## src/core/ebcs_pkg.sv

```systemverilog
// package of offsets, fields and reset values for the chip-select decoder
package ebcs_pkg;
  // ----------------------------------------------------------------
  // register offsets (byte addresses)
  // ----------------------------------------------------------------
  localparam logic [11:0] EBCS_OFF_MODE   = 12'h000;
  localparam logic [11:0] EBCS_OFF_WIN0   = 12'h010;
  localparam logic [11:0] EBCS_OFF_WIN1   = 12'h014;
  localparam logic [11:0] EBCS_OFF_WIN2   = 12'h018;
  localparam logic [11:0] EBCS_OFF_WIN3   = 12'h01C;
  localparam logic [11:0] EBCS_OFF_ENABLE = 12'h080;
  localparam logic [11:0] EBCS_OFF_STATUS = 12'h084;
  // ----------------------------------------------------------------
  // field positions
  // ----------------------------------------------------------------
  localparam int EBCS_MODE_SEL_BIT  = 0;
  localparam int EBCS_MODE_STR_LSB  = 1;
  localparam int EBCS_MODE_STR_MSB  = 2;
  localparam int EBCS_WIN_BASE_LSB  = 16;
  localparam int EBCS_WIN_BASE_MSB  = 31;
  localparam int EBCS_WIN_SIZE_LSB  = 0;
  localparam int EBCS_WIN_SIZE_MSB  = 7;
  // ----------------------------------------------------------------
  // reset values and encodings
  // ----------------------------------------------------------------
  localparam logic [31:0] EBCS_RST_MODE   = 32'h0000_0000;
  localparam logic [31:0] EBCS_RST_WIN    = 32'h0000_0000;
  localparam logic [3:0]  EBCS_RST_ENABLE = 4'h0;
  localparam logic [7:0]  EBCS_SIZE_MAX   = 8'h08;
  localparam int          EBCS_NCH        = 4;
  localparam int          EBCS_CNT_W      = 8;
  typedef enum logic [1:0] {
    EBCS_STR_X1  = 2'h0,
    EBCS_STR_X2  = 2'h1,
    EBCS_STR_X4  = 2'h2,
    EBCS_STR_BAD = 2'h3
  } ebcs_stretch_t;
endpackage

```

## src/core/ebcs_stretch.sv

```systemverilog
// count scaler applying the global bus-cycle stretch factor
`timescale 1ns/1ps
`default_nettype none
module ebcs_stretch
  import ebcs_pkg::*;
#(
  parameter int CW = 8
) (
  input  wire logic [CW-1:0]        count_in,
  input  wire ebcs_pkg::ebcs_stretch_t factor,
  output logic      [CW+1:0]        count_out
);
  import ebcs_pkg::*;

  // ----------------------------------------------------------------
  // scaling
  // ----------------------------------------------------------------
  // x1, x2 or x4 shift
  // prohibited code falls back to x1 so a bad write cannot stall a bus
  always_comb begin
    case (factor)
      EBCS_STR_X2: count_out = {1'b0, count_in, 1'b0};
      EBCS_STR_X4: count_out = {count_in, 2'b00};
      default:     count_out = {2'b00, count_in};
    endcase
  end
endmodule
`default_nettype wire

```

## src/core/ebcs_decoder.sv

```systemverilog
// external bus chip-select decoder with apb register file
`timescale 1ns/1ps
`default_nettype none
module ebcs_decoder
  import ebcs_pkg::*;
#(
  parameter int CW = ebcs_pkg::EBCS_CNT_W
) (
  input  wire logic          pclk,
  input  wire logic          presetn,
  input  wire logic          psel,
  input  wire logic          penable,
  input  wire logic          pwrite,
  input  wire logic [11:0]   paddr,
  input  wire logic [31:0]   pwdata,
  output logic      [31:0]   prdata,
  output logic               pready,
  output logic               pslverr,
  input  wire logic [31:0]   bus_addr,
  input  wire logic          bus_valid,
  output logic               chip_select_0_n,
  output logic               chip_select_1_n,
  output logic               chip_select_2_n,
  output logic               chip_select_3_n,
  input  wire logic [CW-1:0] count_in,
  output logic      [CW+1:0] count_out,
  output logic      [1:0]    stretch_factor
);
  import ebcs_pkg::*;

  // ----------------------------------------------------------------
  // helpers
  // ----------------------------------------------------------------
  // window hit: base compared on the bits above the window size only
  function automatic logic win_hit(input logic [31:0] a,
                                   input logic [15:0] base,
                                   input logic [7:0]  code);
    logic [15:0] mask;
    mask = 16'h0000;
    if (code > EBCS_SIZE_MAX)
      return 1'b0;
    mask = ~(16'hFFFF >> (5'd8 + code[4:0]));
    return ((a[31:16] ^ base) & mask) == 16'h0000;
  endfunction

  function automatic logic known_addr(input logic [11:0] a);
    case (a)
      EBCS_OFF_MODE, EBCS_OFF_WIN0, EBCS_OFF_WIN1, EBCS_OFF_WIN2,
      EBCS_OFF_WIN3, EBCS_OFF_ENABLE, EBCS_OFF_STATUS: return 1'b1;
      default: return 1'b0;
    endcase
  endfunction

  // ----------------------------------------------------------------
  // registers
  // ----------------------------------------------------------------
  logic [1:0]  stretch_q;
  logic        bus_sel_q;
  logic [15:0] base_q [EBCS_NCH];
  logic [7:0]  size_q [EBCS_NCH];
  logic [3:0]  enable_q;
  logic [3:0]  cs_n_q;
  logic [3:0]  hit_vec;
  logic [3:0]  grant;
  logic [CW+1:0] scaled;
  logic [31:0] rdata_q;
  logic        wr_en;
  logic        setup_rd;

  assign wr_en    = psel & penable & pwrite & known_addr(paddr);
  assign setup_rd = psel & ~penable & ~pwrite;
  // zero-wait slave; unmapped offsets answer with an error
  assign pready   = 1'b1;
  assign pslverr  = psel & penable & ~known_addr(paddr);
  assign prdata   = rdata_q;

  // mode register: stretch factor and bus mode select
  // select bit stored as written, software must keep it zero
  always_ff @(posedge pclk or negedge presetn) begin
    if (!presetn) begin
      stretch_q <= EBCS_RST_MODE[EBCS_MODE_STR_MSB:EBCS_MODE_STR_LSB];
      bus_sel_q <= EBCS_RST_MODE[EBCS_MODE_SEL_BIT];
    end else if (wr_en && paddr == EBCS_OFF_MODE) begin
      stretch_q <= pwdata[EBCS_MODE_STR_MSB:EBCS_MODE_STR_LSB];
      bus_sel_q <= pwdata[EBCS_MODE_SEL_BIT];
    end
  end

  // window registers, one word each
  // base bits stored in 31-16
  always_ff @(posedge pclk or negedge presetn) begin
    if (!presetn) begin
      for (int i = 0; i < EBCS_NCH; i++) begin
        base_q[i] <= EBCS_RST_WIN[EBCS_WIN_BASE_MSB:EBCS_WIN_BASE_LSB];
        size_q[i] <= EBCS_RST_WIN[EBCS_WIN_SIZE_MSB:EBCS_WIN_SIZE_LSB];
      end
    end else begin
      for (int i = 0; i < EBCS_NCH; i++) begin
        if (wr_en && paddr == EBCS_OFF_WIN0 + 12'(4 * i)) begin
          base_q[i] <= pwdata[EBCS_WIN_BASE_MSB:EBCS_WIN_BASE_LSB];
          size_q[i] <= pwdata[EBCS_WIN_SIZE_MSB:EBCS_WIN_SIZE_LSB];
        end
      end
    end
  end

  // per-channel enables
  always_ff @(posedge pclk or negedge presetn) begin
    if (!presetn)
      enable_q <= EBCS_RST_ENABLE;
    else if (wr_en && paddr == EBCS_OFF_ENABLE)
      enable_q <= pwdata[3:0];
  end

  // read data captured in the setup cycle, valid in the access cycle
  always_ff @(posedge pclk or negedge presetn) begin
    if (!presetn) begin
      rdata_q <= 32'h0000_0000;
    end else if (setup_rd) begin
      case (paddr)
        EBCS_OFF_MODE:   rdata_q <= {29'h0, stretch_q, bus_sel_q};
        EBCS_OFF_WIN0:   rdata_q <= {base_q[0], 8'h00, size_q[0]};
        EBCS_OFF_WIN1:   rdata_q <= {base_q[1], 8'h00, size_q[1]};
        EBCS_OFF_WIN2:   rdata_q <= {base_q[2], 8'h00, size_q[2]};
        EBCS_OFF_WIN3:   rdata_q <= {base_q[3], 8'h00, size_q[3]};
        EBCS_OFF_ENABLE: rdata_q <= {28'h0, enable_q};
        EBCS_OFF_STATUS: rdata_q <= {28'h0, ~cs_n_q};
        default:         rdata_q <= 32'h0000_0000;
      endcase
    end
  end

  // ----------------------------------------------------------------
  // address decode
  // ----------------------------------------------------------------
  // masked compare per window
  always_comb begin
    for (int i = 0; i < EBCS_NCH; i++)
      hit_vec[i] = bus_valid & enable_q[i]
                   & win_hit(bus_addr, base_q[i], size_q[i]);
  end

  always_comb begin
    grant = 4'h0;
    if (hit_vec[0])      grant = 4'h1;
    else if (hit_vec[1]) grant = 4'h2;
    else if (hit_vec[2]) grant = 4'h4;
    else if (hit_vec[3]) grant = 4'h8;
  end

  always_ff @(posedge pclk or negedge presetn) begin
    if (!presetn)
      cs_n_q <= 4'hF;
    else
      cs_n_q <= ~grant;
  end

  assign chip_select_0_n = cs_n_q[0];
  assign chip_select_1_n = cs_n_q[1];
  assign chip_select_2_n = cs_n_q[2];
  assign chip_select_3_n = cs_n_q[3];

  // ----------------------------------------------------------------
  // stretch path
  // ----------------------------------------------------------------
  // one scaler shared by every count the sequencer presents
  ebcs_stretch #(.CW(CW)) u_stretch (
    .count_in  (count_in),
    .factor    (ebcs_stretch_t'(stretch_q)),
    .count_out (scaled)
  );

  // registered so the sequencer sees a clean value
  always_ff @(posedge pclk or negedge presetn) begin
    if (!presetn)
      count_out <= '0;
    else
      count_out <= scaled;
  end

  assign stretch_factor = stretch_q;
endmodule
`default_nettype wire

```

## config.mk

```make
export PLATFORM = sky130hd
export DESIGN_NAME = ebcs_decoder
export DESIGN_NICKNAME = d
export VERILOG_FILES = /design/src/core/ebcs_pkg.sv /design/src/core/ebcs_stretch.sv /design/src/core/ebcs_decoder.sv
export SDC_FILE = /design/constraint.sdc
export NUM_CORES = 1
export LEC_CHECK = 0
export BUFFER_PORTS_ARGS = -buffer_cell sky130_fd_sc_hd__buf_4
export CAP_MARGIN = 20
export CORE_AREA = 2 2 117 119
export CTS_CLUSTER_DIAMETER = 200
export CTS_CLUSTER_SIZE = 28
export DETAILED_ROUTE_END_ITERATION = 12
export DIE_AREA = 0 0 119 121
export PLACE_DENSITY = 0.92
export SLEW_MARGIN = 10
export SYNTH_ARGS = -nofsm -noshare
export SYNTH_HDL_FRONTEND = slang
export SYNTH_SLANG_ARGS = --single-unit
```

## constraint.sdc

```tcl
create_clock -name pclk -period 6.14 [get_ports pclk]
set_input_delay 0.614 -clock pclk [delete_from_list [all_inputs] [get_ports pclk]]
set_output_delay 0.614 -clock pclk [all_outputs]
set_load 0.03 [all_outputs]
```

Word level (Yosys, flattened, before mapping)
Cells that the tools add are included.

Output and inout port bits: 50. Bits of input ports: 90. Register bits: 149.

Reductions and logical operators: 12. Shift operators: 4. Mux-type cells: 19. Magnitude comparators: 4. Eq/ne operators: 8. Bitwise gates (word level): 31. Add/sub/neg operators: 4.

Operators by type and width (count): case mux 32 bit (7 select lines) (1); bitwise AND 16 bit (4); logical NOT 16 bit (4); NOT 16 bit (4); >> shifter 16 x 5 -> 16 bit, first input constant (4); bitwise XOR 16 bit (4); == test 12 x 5 -> 1 bit, second input constant (4); > comparator 8 x 4 -> 1 bit, second input constant (4); == test 12 x 8 -> 1 bit, second input constant (2); adder 4 x 5 -> 5 bit, first input constant (4); case mux 10 bit (2 select lines) (1); two-way mux 4 bit (4); bitwise AND 1 bit (14); two-way mux 1 bit (13); logical NOT 12 bit (1); NOT 4 bit (2); OR reduction 7 bit (1); logical AND 1 bit (6); NOT 1 bit (3); == test 2 x 1 -> 1 bit, second input constant (1); == test 2 bit, second input constant (1).

Depth between registers and ports, before layout
Gate-level depths: netlist of run 1.

Depth in word-level cells: 12. Gate-level depth with buffers: 9.

Cells and area by module
A second synthesis of run 1 with hierarchy kept.

Cells, all modules: 684. Area, all modules: 7581.0 um2.

Modules (own cells, without submodules): ebcs_decoder (times used 1, area each 7380.8 um2, cells each 652); ebcs_stretch (times used 1, area each 200.2 um2, cells each 32).

Worst setup path after synthesis of run 1
No wires, ideal clock.

Path type: input port to flip-flop. Start point: input port paddr[1]. End point: register base_q[0] in the netlist's numbering. Stages: 8. Buffers on the path: 3. Slack: 3420 ps. Required time: 6015 ps. Data arrival time: 2595 ps. Setup time: 125 ps. Path through: nor4_4 nand2_2 or4b_1 clkbuf_1 or3_1 buf_2 buf_6 mux2_4.

Word-level cells in the longest chain between the ends: 5. Elaborated cells between the ends (all ways): 11. Classes of those cells: eq/ne: 6; mux: 1; bitwise: 1; reduce/logical: 3.

RTL lines: start, declared (RTL line ebcs_decoder.sv:14) `input wire logic [11:0] paddr,`; == test 12 x 5 -> 1 bit, or another cell as far along (RTL line ebcs_decoder.sv:47) `case (a)`; OR reduction 7 bit (RTL line ebcs_decoder.sv:47); two-way mux 1 bit (RTL line ebcs_decoder.sv:47); bitwise AND 1 bit (RTL line ebcs_decoder.sv:70) `assign wr_en = psel & penable & pwrite & known_addr(paddr);`; logical AND 1 bit * (RTL line ebcs_decoder.sv:99) `if (wr_en && paddr == EBCS_OFF_WIN0 + 12'(4 * i)) begin`; end signal, assigned by index (RTL line ebcs_decoder.sv:94) `base_q[i] <= EBCS_RST_WIN[EBCS_WIN_BASE_MSB:EBCS_WIN_BASE_LSB];`; end signal, assigned by index (RTL line ebcs_decoder.sv:100) `base_q[i] <= pwdata[EBCS_WIN_BASE_MSB:EBCS_WIN_BASE_LSB];`; end, declared (RTL line ebcs_decoder.sv:59) `logic [15:0] base_q [EBCS_NCH];`.

Every way passes the cells marked *; elsewhere a longest branch is shown, timed or not. A chain may end at the register's enable or synchronous reset.

Worst setup path in the final report of run 1
Start point: input port paddr[7]. End point: register base_q[55] in the netlist's numbering.

Word-level cells in the longest chain between the ends: 5. Elaborated cells between the ends (all ways): 11. Classes of those cells: eq/ne: 6; mux: 1; bitwise: 1; reduce/logical: 3.

RTL lines (RTL line): == test 12 x 5 -> 1 bit, or another cell as far along (ebcs_decoder.sv:47, ebcs_decoder.sv:99); OR reduction 7 bit (ebcs_decoder.sv:47); two-way mux 1 bit (ebcs_decoder.sv:47); bitwise AND 1 bit (ebcs_decoder.sv:70); logical AND 1 bit * (ebcs_decoder.sv:99).

Marked as above.

==> results of run 1 <==
==> registers in the layout, indices dropped and copies added, names as in the netlist <==
register	count
base_q	64
bus_sel_q	1
count_out	10
cs_n_q	4
enable_q	4
prdata	24
size_q	32
stretch_factor	2
==> layout make-up <==
cell class	instances	area [um2]	share of cell area, %
clock buffers	20	457	4.97
flip-flops and latches	141	3530	38.5
clock inverters	12	168	1.83
multi-input cells	527	3940	42.9
well taps	176	220	2.40
inverters	6	22.5	0.245
repair buffers	112	845	9.20
==> how the worst max path moves through the flow <==
stage / slack, ns / from / to / cells past startpoint
6_report: 2.72 / paddr[7] / base_q[55] / 7
5_1_grt: 2.67 / paddr[4] / base_q[56] / 7
4_1_cts: 2.78 / paddr[7] / base_q[55] / 7
3_5_place_dp: 2.39 / paddr[7] / base_q[55] / 7
3_3_place_gp: 2.44 / paddr[9] / base_q[55] / 7
2_1_floorplan: 3.42 / paddr[1] / base_q[0] / 8
==> synth_stat cells (7+ instances only) <==
master / count
a21oi_1: 29
a221oi_1: 20
a22oi_1: 10
buf_2: 10
buf_4: 9
clkbuf_1: 36
dfrtp_1: 137
mux2_2: 76
mux2_4: 20
mux2i_1: 24
nand2_1: 52
nand4_1: 7
nor2_1: 52
nor2b_1: 12
nor4_1: 9
o21ai_0: 59
xnor2_1: 46
xor2_1: 18
==> layout by cell type, fill, tap and decap left out, types with 3 or more instances in the layout <==
| master | netlist | final |
|---|---|---|
| nor3_1 | 4 | 4 |
| o211ai_1 | 4 | 4 |
| nor2_1 | 52 | 52 |
| and3_1 | 3 | 3 |
| a221oi_1 | 20 | 20 |
| a31oi_1 | 4 | 4 |
| clkbuf_16 | 0 | 17 |
| conb_1 | 2 | 9 |
| a21oi_1 | 29 | 29 |
| and2_1 | 3 | 3 |
| o22ai_1 | 3 | 3 |
| nor3b_1 | 5 | 5 |
| bufinv_16 | 0 | 4 |
| inv_1 | 6 | 6 |
| xor2_1 | 18 | 18 |
| nor2b_1 | 12 | 10 |
| dfstp_2 | 4 | 4 |
| mux2_1 | 4 | 4 |
| o2111ai_1 | 4 | 4 |
| o21ai_0 | 59 | 59 |
| buf_4 | 9 | 111 |
| a211oi_1 | 6 | 6 |
| nand2b_1 | 3 | 3 |
| mux2_2 | 76 | 76 |
| nand2_1 | 52 | 52 |
| mux2i_1 | 24 | 24 |
| dfrtp_1 | 137 | 137 |
| nor4_1 | 9 | 9 |
| ha_1 | 6 | 6 |
| clkinvlp_4 | 0 | 3 |
| or3_1 | 3 | 3 |
| clkinv_2 | 0 | 5 |
| nand3_1 | 6 | 6 |
| a22oi_1 | 10 | 10 |
| mux2_4 | 20 | 20 |
| xnor2_1 | 46 | 46 |
| nand4_1 | 7 | 7 |
==> stage by stage <==
step / hold WS, ns / instance area (um2) / power, uW / utilization (%)
floorplan: 0.318 / 7780 / 1020 / -
global placement: 0.463 / 8560 / 1090 / 65.4
detailed placement: 0.475 / 8560 / 1100 / 65.4
CTS: 0.262 / 9180 / 2170 / 70.2
global route: 0.298 / 9180 / 2230 / 70.2
finish: 0.231 / 9180 / 2160 / 70.2
==> metal layers <==
metal / GRT usage (%) / part of all wire, %
met1: 37.6 / 41
met2: 47.2 / 47
met3: 8.04 / 8.2
met4: 14.7 / 3.8
met5: 0 / 0
==> critical path, delay by kind of cell <==
family	cells	cell delay [ns]
mux	1	0.37
simple gates	4	2.22
buf+inv	2	0.50
==> cells by family after synthesis <==
| kind of cell | after synthesis | synth area share (%) |
|---|---|---|
| flops | 141 | 45.6 |
| buf+inv | 69 | 4.13 |
| other cells | 2 | 0.0969 |
| mux | 124 | 18.6 |
| fa+ha+maj | 6 | 0.968 |
| xor+xnor | 64 | 7.23 |
| compound gates | 153 | 12.4 |
| simple gates | 171 | 11.0 |
==> power by group <==
part | internal [uW] | leakage, uW | switching [uW]
Sequential | 932 | 0.00192 | 0.616
Clock | 696 | 0.000302 | 386
Combinational | 55.5 | 0.00204 | 93.4
==> results.py, run 1 <==
metrics = {
    "yosys": {
        "ys_ff_latch": 141,
        "synth_top_area_share_pct": 44.2,
        "ys_seq_area_share_pct": 45.6,
        "yosys-top-cells-area": "dfrtp_1 (44%), mux2_2 (11%), xnor2_1 (5.2%), mux2_4 (3.9%), o21ai_0 (3.8%)",
        "synth_enable_flop_cells": 0,
        "async_reset_ff_share_pct": 100,
        "yosys.area.top_type": "dfrtp_1",
        "yosys_warnings": 0,
        "synth_area_um2": 7750,
        "syn_avg_cell_area_um2": 10.6,
        "synthCells": 730,
        "ys_types": 58,
        "ys.flop_type": "dfrtp_1",
    },
    "timing": {
        "min_period_over_period_pct": 55.7,
        "hold_viol": 0,
        "min_period_ns": 3.42,
        "fin_worst_skew_ns": 0.00475,
        "maxSlewViolCount": 0,
        "setup_violations": 0,
        "tightest_slew_ns": 1.09,
        "relSlewSlack_pct": 27.2,
        "fin_ws_ns": 2.72,
        "rsz0062_at_grt": "false",
        "fin_tns_setup_ns": 0,
        "fmax_ghz": 0.292,
    },
    "clock_tree": {
        "clk_latency_ns": 0.42,
        "cts_setup_buffers": 0,
        "cts_buffers": 17,
        "cts-resized-gates": 0,
        "cts_tree": "done",
        "clock_sinks": 141,
        "h-tree-depth": 4,
        "path_clk_slew_ns": 0.06,
        "hold_buffers": 0,
        "root_buffer": "clkbuf_16",
        "cts_buffer_depth": 2,
    },
    "floorplan": {
        "core_area_um2": 13100,
        "ios": 140,
        "die_w_um": 119,
        "initial_utilization_pct": 59.2,
        "fp.dieArea_um2": 14400,
        "num_rows": 42,
        "die_y_um": 121,
    },
    "critical_path": {
        "critPathArrivalTime_ns": 3.73,
        "reg2regPathDepth": 7,
        "startpoint_type": "input port",
        "cp_slowest_cell": "and3_1",
        "required_ns": 6.45,
        "slowest_delay_ns": 0.90,
        "crit_chain": "buf_4 > nor2b_1 > nor2b_1 > and3_1 > nor2b_2 > buf_4 > mux2_2",
        "worstPathMaxFanout": 22,
        "endpoint_kind": "register",
        "rrSetupSlack_ns": 3.56,
        "crit_type": "in2reg",
        "r2r-start": "size_q[11]",
        "reg2reg_to": "cs_n_q[2]",
    },
    "place": {
        "port_buffers": 106,
        "dp_cells": 962,
        "place.gp.congestion": 1.04,
        "dpl.hpwl_um": 14200,
        "place_ws_ns": 2.39,
    },
    "routing": {
        "drc_errors": 0,
        "wl_per_cell_um": 20.7,
        "first_iter_violations": 709,
        "first_pass_iters": 5,
        "drt-total-wl_um": 20600,
        "route.vias.total": 6143,
        "ant_nets": 0,
        "routed_via_density": 6.18,
    },
    "hold_path": {
        "worstHoldPathType": "in2async",
    },
    "global_routing": {
        "grt-ovfl-total": 0,
        "grt_util_all_layers_pct": 29.7,
        "grt_pass1_wl_um": 32900,
        "antenna_found_initial": 0,
        "grt_pass1_vias": 6085,
        "grt_start_max_net_pins": 86,
    },
    "final_layout": {
        "syn2layout_area_growth_pct": 18.4,
        "drive_gt1_share_pct": 30.7,
        "diodes": 0,
        "num-fill-cells": 935,
        "final_nets": 901,
        "finalNonFillerCells": 994,
    },
    "pwr": {
        "leakagePower_uw": 0.00426,
        "p_per_area_nw_per_um2": 236,
        "ir_worst_vdd_uv": 162,
    },
    "run": {
        "drv_cap": 0,
    },
    "outcome": {
        "status": "finished clean",
    },
}
Power figures use the tool's default switching activity.
==> run 2: changes to the inputs <==
--- a/config.mk
+++ b/config.mk
@@ -7,12 +7,12 @@
 export LEC_CHECK = 0
 export BUFFER_PORTS_ARGS = -buffer_cell sky130_fd_sc_hd__buf_4
 export CAP_MARGIN = 20
-export CORE_AREA = 2 2 117 119
+export CORE_AREA = 2 2 121 123
 export CTS_CLUSTER_DIAMETER = 200
 export CTS_CLUSTER_SIZE = 28
 export DETAILED_ROUTE_END_ITERATION = 12
-export DIE_AREA = 0 0 119 121
-export PLACE_DENSITY = 0.92
+export DIE_AREA = 0 0 123 125
+export PLACE_DENSITY = 0.87
 export SLEW_MARGIN = 10
 export SYNTH_ARGS = -nofsm -noshare
 export SYNTH_HDL_FRONTEND = slang
==> constraint.sdc (replaced) <==
create_clock -name pclk -period 3.55 [get_ports pclk]
set_input_delay 0.355 -clock pclk [delete_from_list [all_inputs] [get_ports pclk]]
set_output_delay 0.355 -clock pclk [all_outputs]
set_load 0.03 [all_outputs]
==> run 2 against run 1 <==
  * The flow now finishes with violations (hold timing)
  * Register-to-register slack worse by 2.6 ns
  * Sequential share of layout area is essentially flat
  * Clock skew up 0.0040 ns
==> results.py, run 2 (same netlist as run 1, synthesis figures left out) <==
metrics = {
    "timing": {
        "min_period_over_period_pct": 73.3,
        "maxSlewViolCount": 0,
        "relSlewSlack_pct": 42.8,
        "hold-worst-slack_ns": -0.0234,
        "fin_tns_setup_ns": 0,
        "hold_viol": 18,
        "fmax_ghz": 0.385,
        "tightest_slew_ns": 0.857,
        "rsz0062_at_grt": "false",
        "fin_worst_skew_ns": 0.00875,
        "setup_violations": 0,
        "min_period_ns": 2.60,
    },
    "routing": {
        "ant_nets": 0,
        "first_iter_violations": 477,
        "first_pass_iters": 5,
        "route.vias.total": 5997,
        "drt-total-wl_um": 19800,
        "wl_per_cell_um": 19.7,
        "routed_via_density": 5.96,
        "drc_errors": 0,
    },
    "pwr": {
        "p_sw_share_pct": 23.6,
        "pwr-share-comb_pct": 7.1,
        "pwr-share-seq_pct": 45.3,
        "power_switching_uw": 839,
        "ir_worst_vdd_uv": 343,
        "leakagePower_uw": 0.00425,
        "p_clk_share_pct": 47.6,
        "p_int_uw": 2720,
        "p_per_area_nw_per_um2": 388,
    },
    "place": {
        "dpl.hpwl_um": 13900,
        "place.gp.congestion": 0.950,
        "dp_cells": 975,
        "port_buffers": 106,
    },
    "hold_path": {
        "worstHoldPathType": "in2async",
    },
    "global_routing": {
        "grt_util_all_layers_pct": 26.9,
        "grt_pass1_vias": 5831,
        "grt_pass1_wl_um": 31400,
        "grt-ovfl-total": 0,
        "antenna_found_initial": 0,
        "grt_start_max_net_pins": 89,
    },
    "floorplan": {
        "num_rows": 44,
        "die_w_um": 123,
        "core_area_um2": 14200,
        "ios": 140,
        "die_y_um": 125,
        "initial_utilization_pct": 54.6,
        "fp.dieArea_um2": 15400,
    },
    "critical_path": {
        "cp_num_buf_inv": 0,
        "critPathArrivalTime_ns": 2.96,
        "crit_type": "reg2reg",
        "r2r-start": "size_q[11]",
        "reg2regPathDepth": 7,
        "crit_chain": "ha_1 > nor2b_1 > a21oi_1 > nor4_1 > o2111ai_1 > nor4_1 > nand4b_1",
        "required_ns": 3.91,
        "worstPathMaxFanout": 10,
        "startpoint_type": "register",
        "cp_slowest_cell": "nor4_1",
        "rrSetupSlack_ns": 0.95,
        "reg2reg_to": "cs_n_q[3]",
        "cp_top_family": "simple AND/OR/NAND/NOR gates",
        "slowest_delay_ns": 0.58,
        "endpoint_kind": "register",
        "cp_common_cell": "nor4_1",
    },
    "clock_tree": {
        "cts-resized-gates": 0,
        "cts_buffers": 17,
        "clk_latency_ns": 0.43,
        "hold_buffers": 0,
        "cts_setup_buffers": 0,
        "cts_buffer_depth": 2,
        "clock_sinks": 141,
        "path_clk_slew_ns": 0.06,
        "h-tree-depth": 4,
        "cts_tree": "done",
        "root_buffer": "clkbuf_16",
    },
    "outcome": {
        "violations": "hold timing",
        "status": "finished with violations",
    },
    "final_layout": {
        "num-fill-cells": 1133,
        "syn2layout_area_growth_pct": 18.4,
        "final_cell_mix": "dfrtp_1 (137), buf_4 (115), mux2_2 (76), o21ai_0 (59)",
        "ff_latch_area_um2": 3530,
        "largest_register_ffs": 64,
        "mostFrequentLayoutCell": "dfrtp_1",
        "finalNonFillerCells": 1006,
        "regMostFlops": "base_q",
        "diodes": 0,
        "final_nets": 906,
        "drive_gt1_share_pct": 30.9,
        "multi_input_area_um2": 3940,
    },
    "run": {
        "drv_cap": 0,
    },
}
## run 2: changes by cell type in the layout (fill, tap and decap cells not counted), sizes merged
cell      delta
buf          +5
bufinv       -3
clkbuf       +2
clkinv       -3
clkinvlp     +3
## run 2: stage by stage
stage / utilization (%) / setup WS (ns) / cell area, um2 / power (uW) / hold slack (ns)
after floorplan: - / 1.09 / 7780 / 1760 / 0.0594
after global placement: 60.7 / 0.769 / 8620 / 1890 / 0.463
after detailed placement: 60.7 / 0.715 / 8620 / 1900 / 0.468
after CTS: 64.6 / 1.04 / 9180 / 3570 / 0.0154
after global routing: 64.6 / 0.711 / 9180 / 3670 / 0.0390
final: 64.6 / 0.950 / 9180 / 3560 / -0.0234
## run 2: worst register-to-register path: stages (launching register included)
cell	delay [ns]
dfrtp_1	0.49
ha_1	0.43
nor2b_1	0.28
a21oi_1	0.13
nor4_1	0.28
o2111ai_1	0.15
nor4_1	0.58
nand4b_1	0.19
## run 2: worst max path at each step
stage | startpoint | to | slack (ns) | depth (start not counted)
CTS | size_q[11] | cs_n_q[3] | 1.04 | 7
floorplan | paddr[1] | base_q[0] | 1.09 | 8
global route | size_q[11] | cs_n_q[3] | 0.71 | 7
global placement | paddr[9] | base_q[9] | 0.77 | 7
finish | size_q[11] | cs_n_q[3] | 0.95 | 7
detailed placement | paddr[9] | base_q[9] | 0.71 | 7
## run 2: final cells by class
| class | instances | share of cell area (%) |
|---|---|---|
| clock inverters | 9 | 0.968 |
| clock buffers | 22 | 5.17 |
| inverters | 6 | 0.245 |
| repair buffers | 117 | 9.75 |
| multi-input cells | 527 | 42.9 |
| flip-flops and latches | 141 | 38.5 |
| well taps | 184 | 2.51 |
## run 2: metal layers
layer  global-route usage, %  vias to the layer above  routed length (um)
li1                        -                     2750                   -
met1                    36.8                     2925                8390
met2                    41.3                      272                9340
met3                    6.61                       50                1560
met4                    10.6                        0                 558
met5                       0                        -                   0
## run 2: power by group through the flow
stage	combinational, uW	sequential, uW	clock, uW
2_1_floorplan	104	1650	0
3_3_place_gp	252	1640	0
3_5_place_dp	254	1640	0
4_1_cts	255	1610	1710
5_1_grt	277	1610	1780
6_report	254	1610	1690
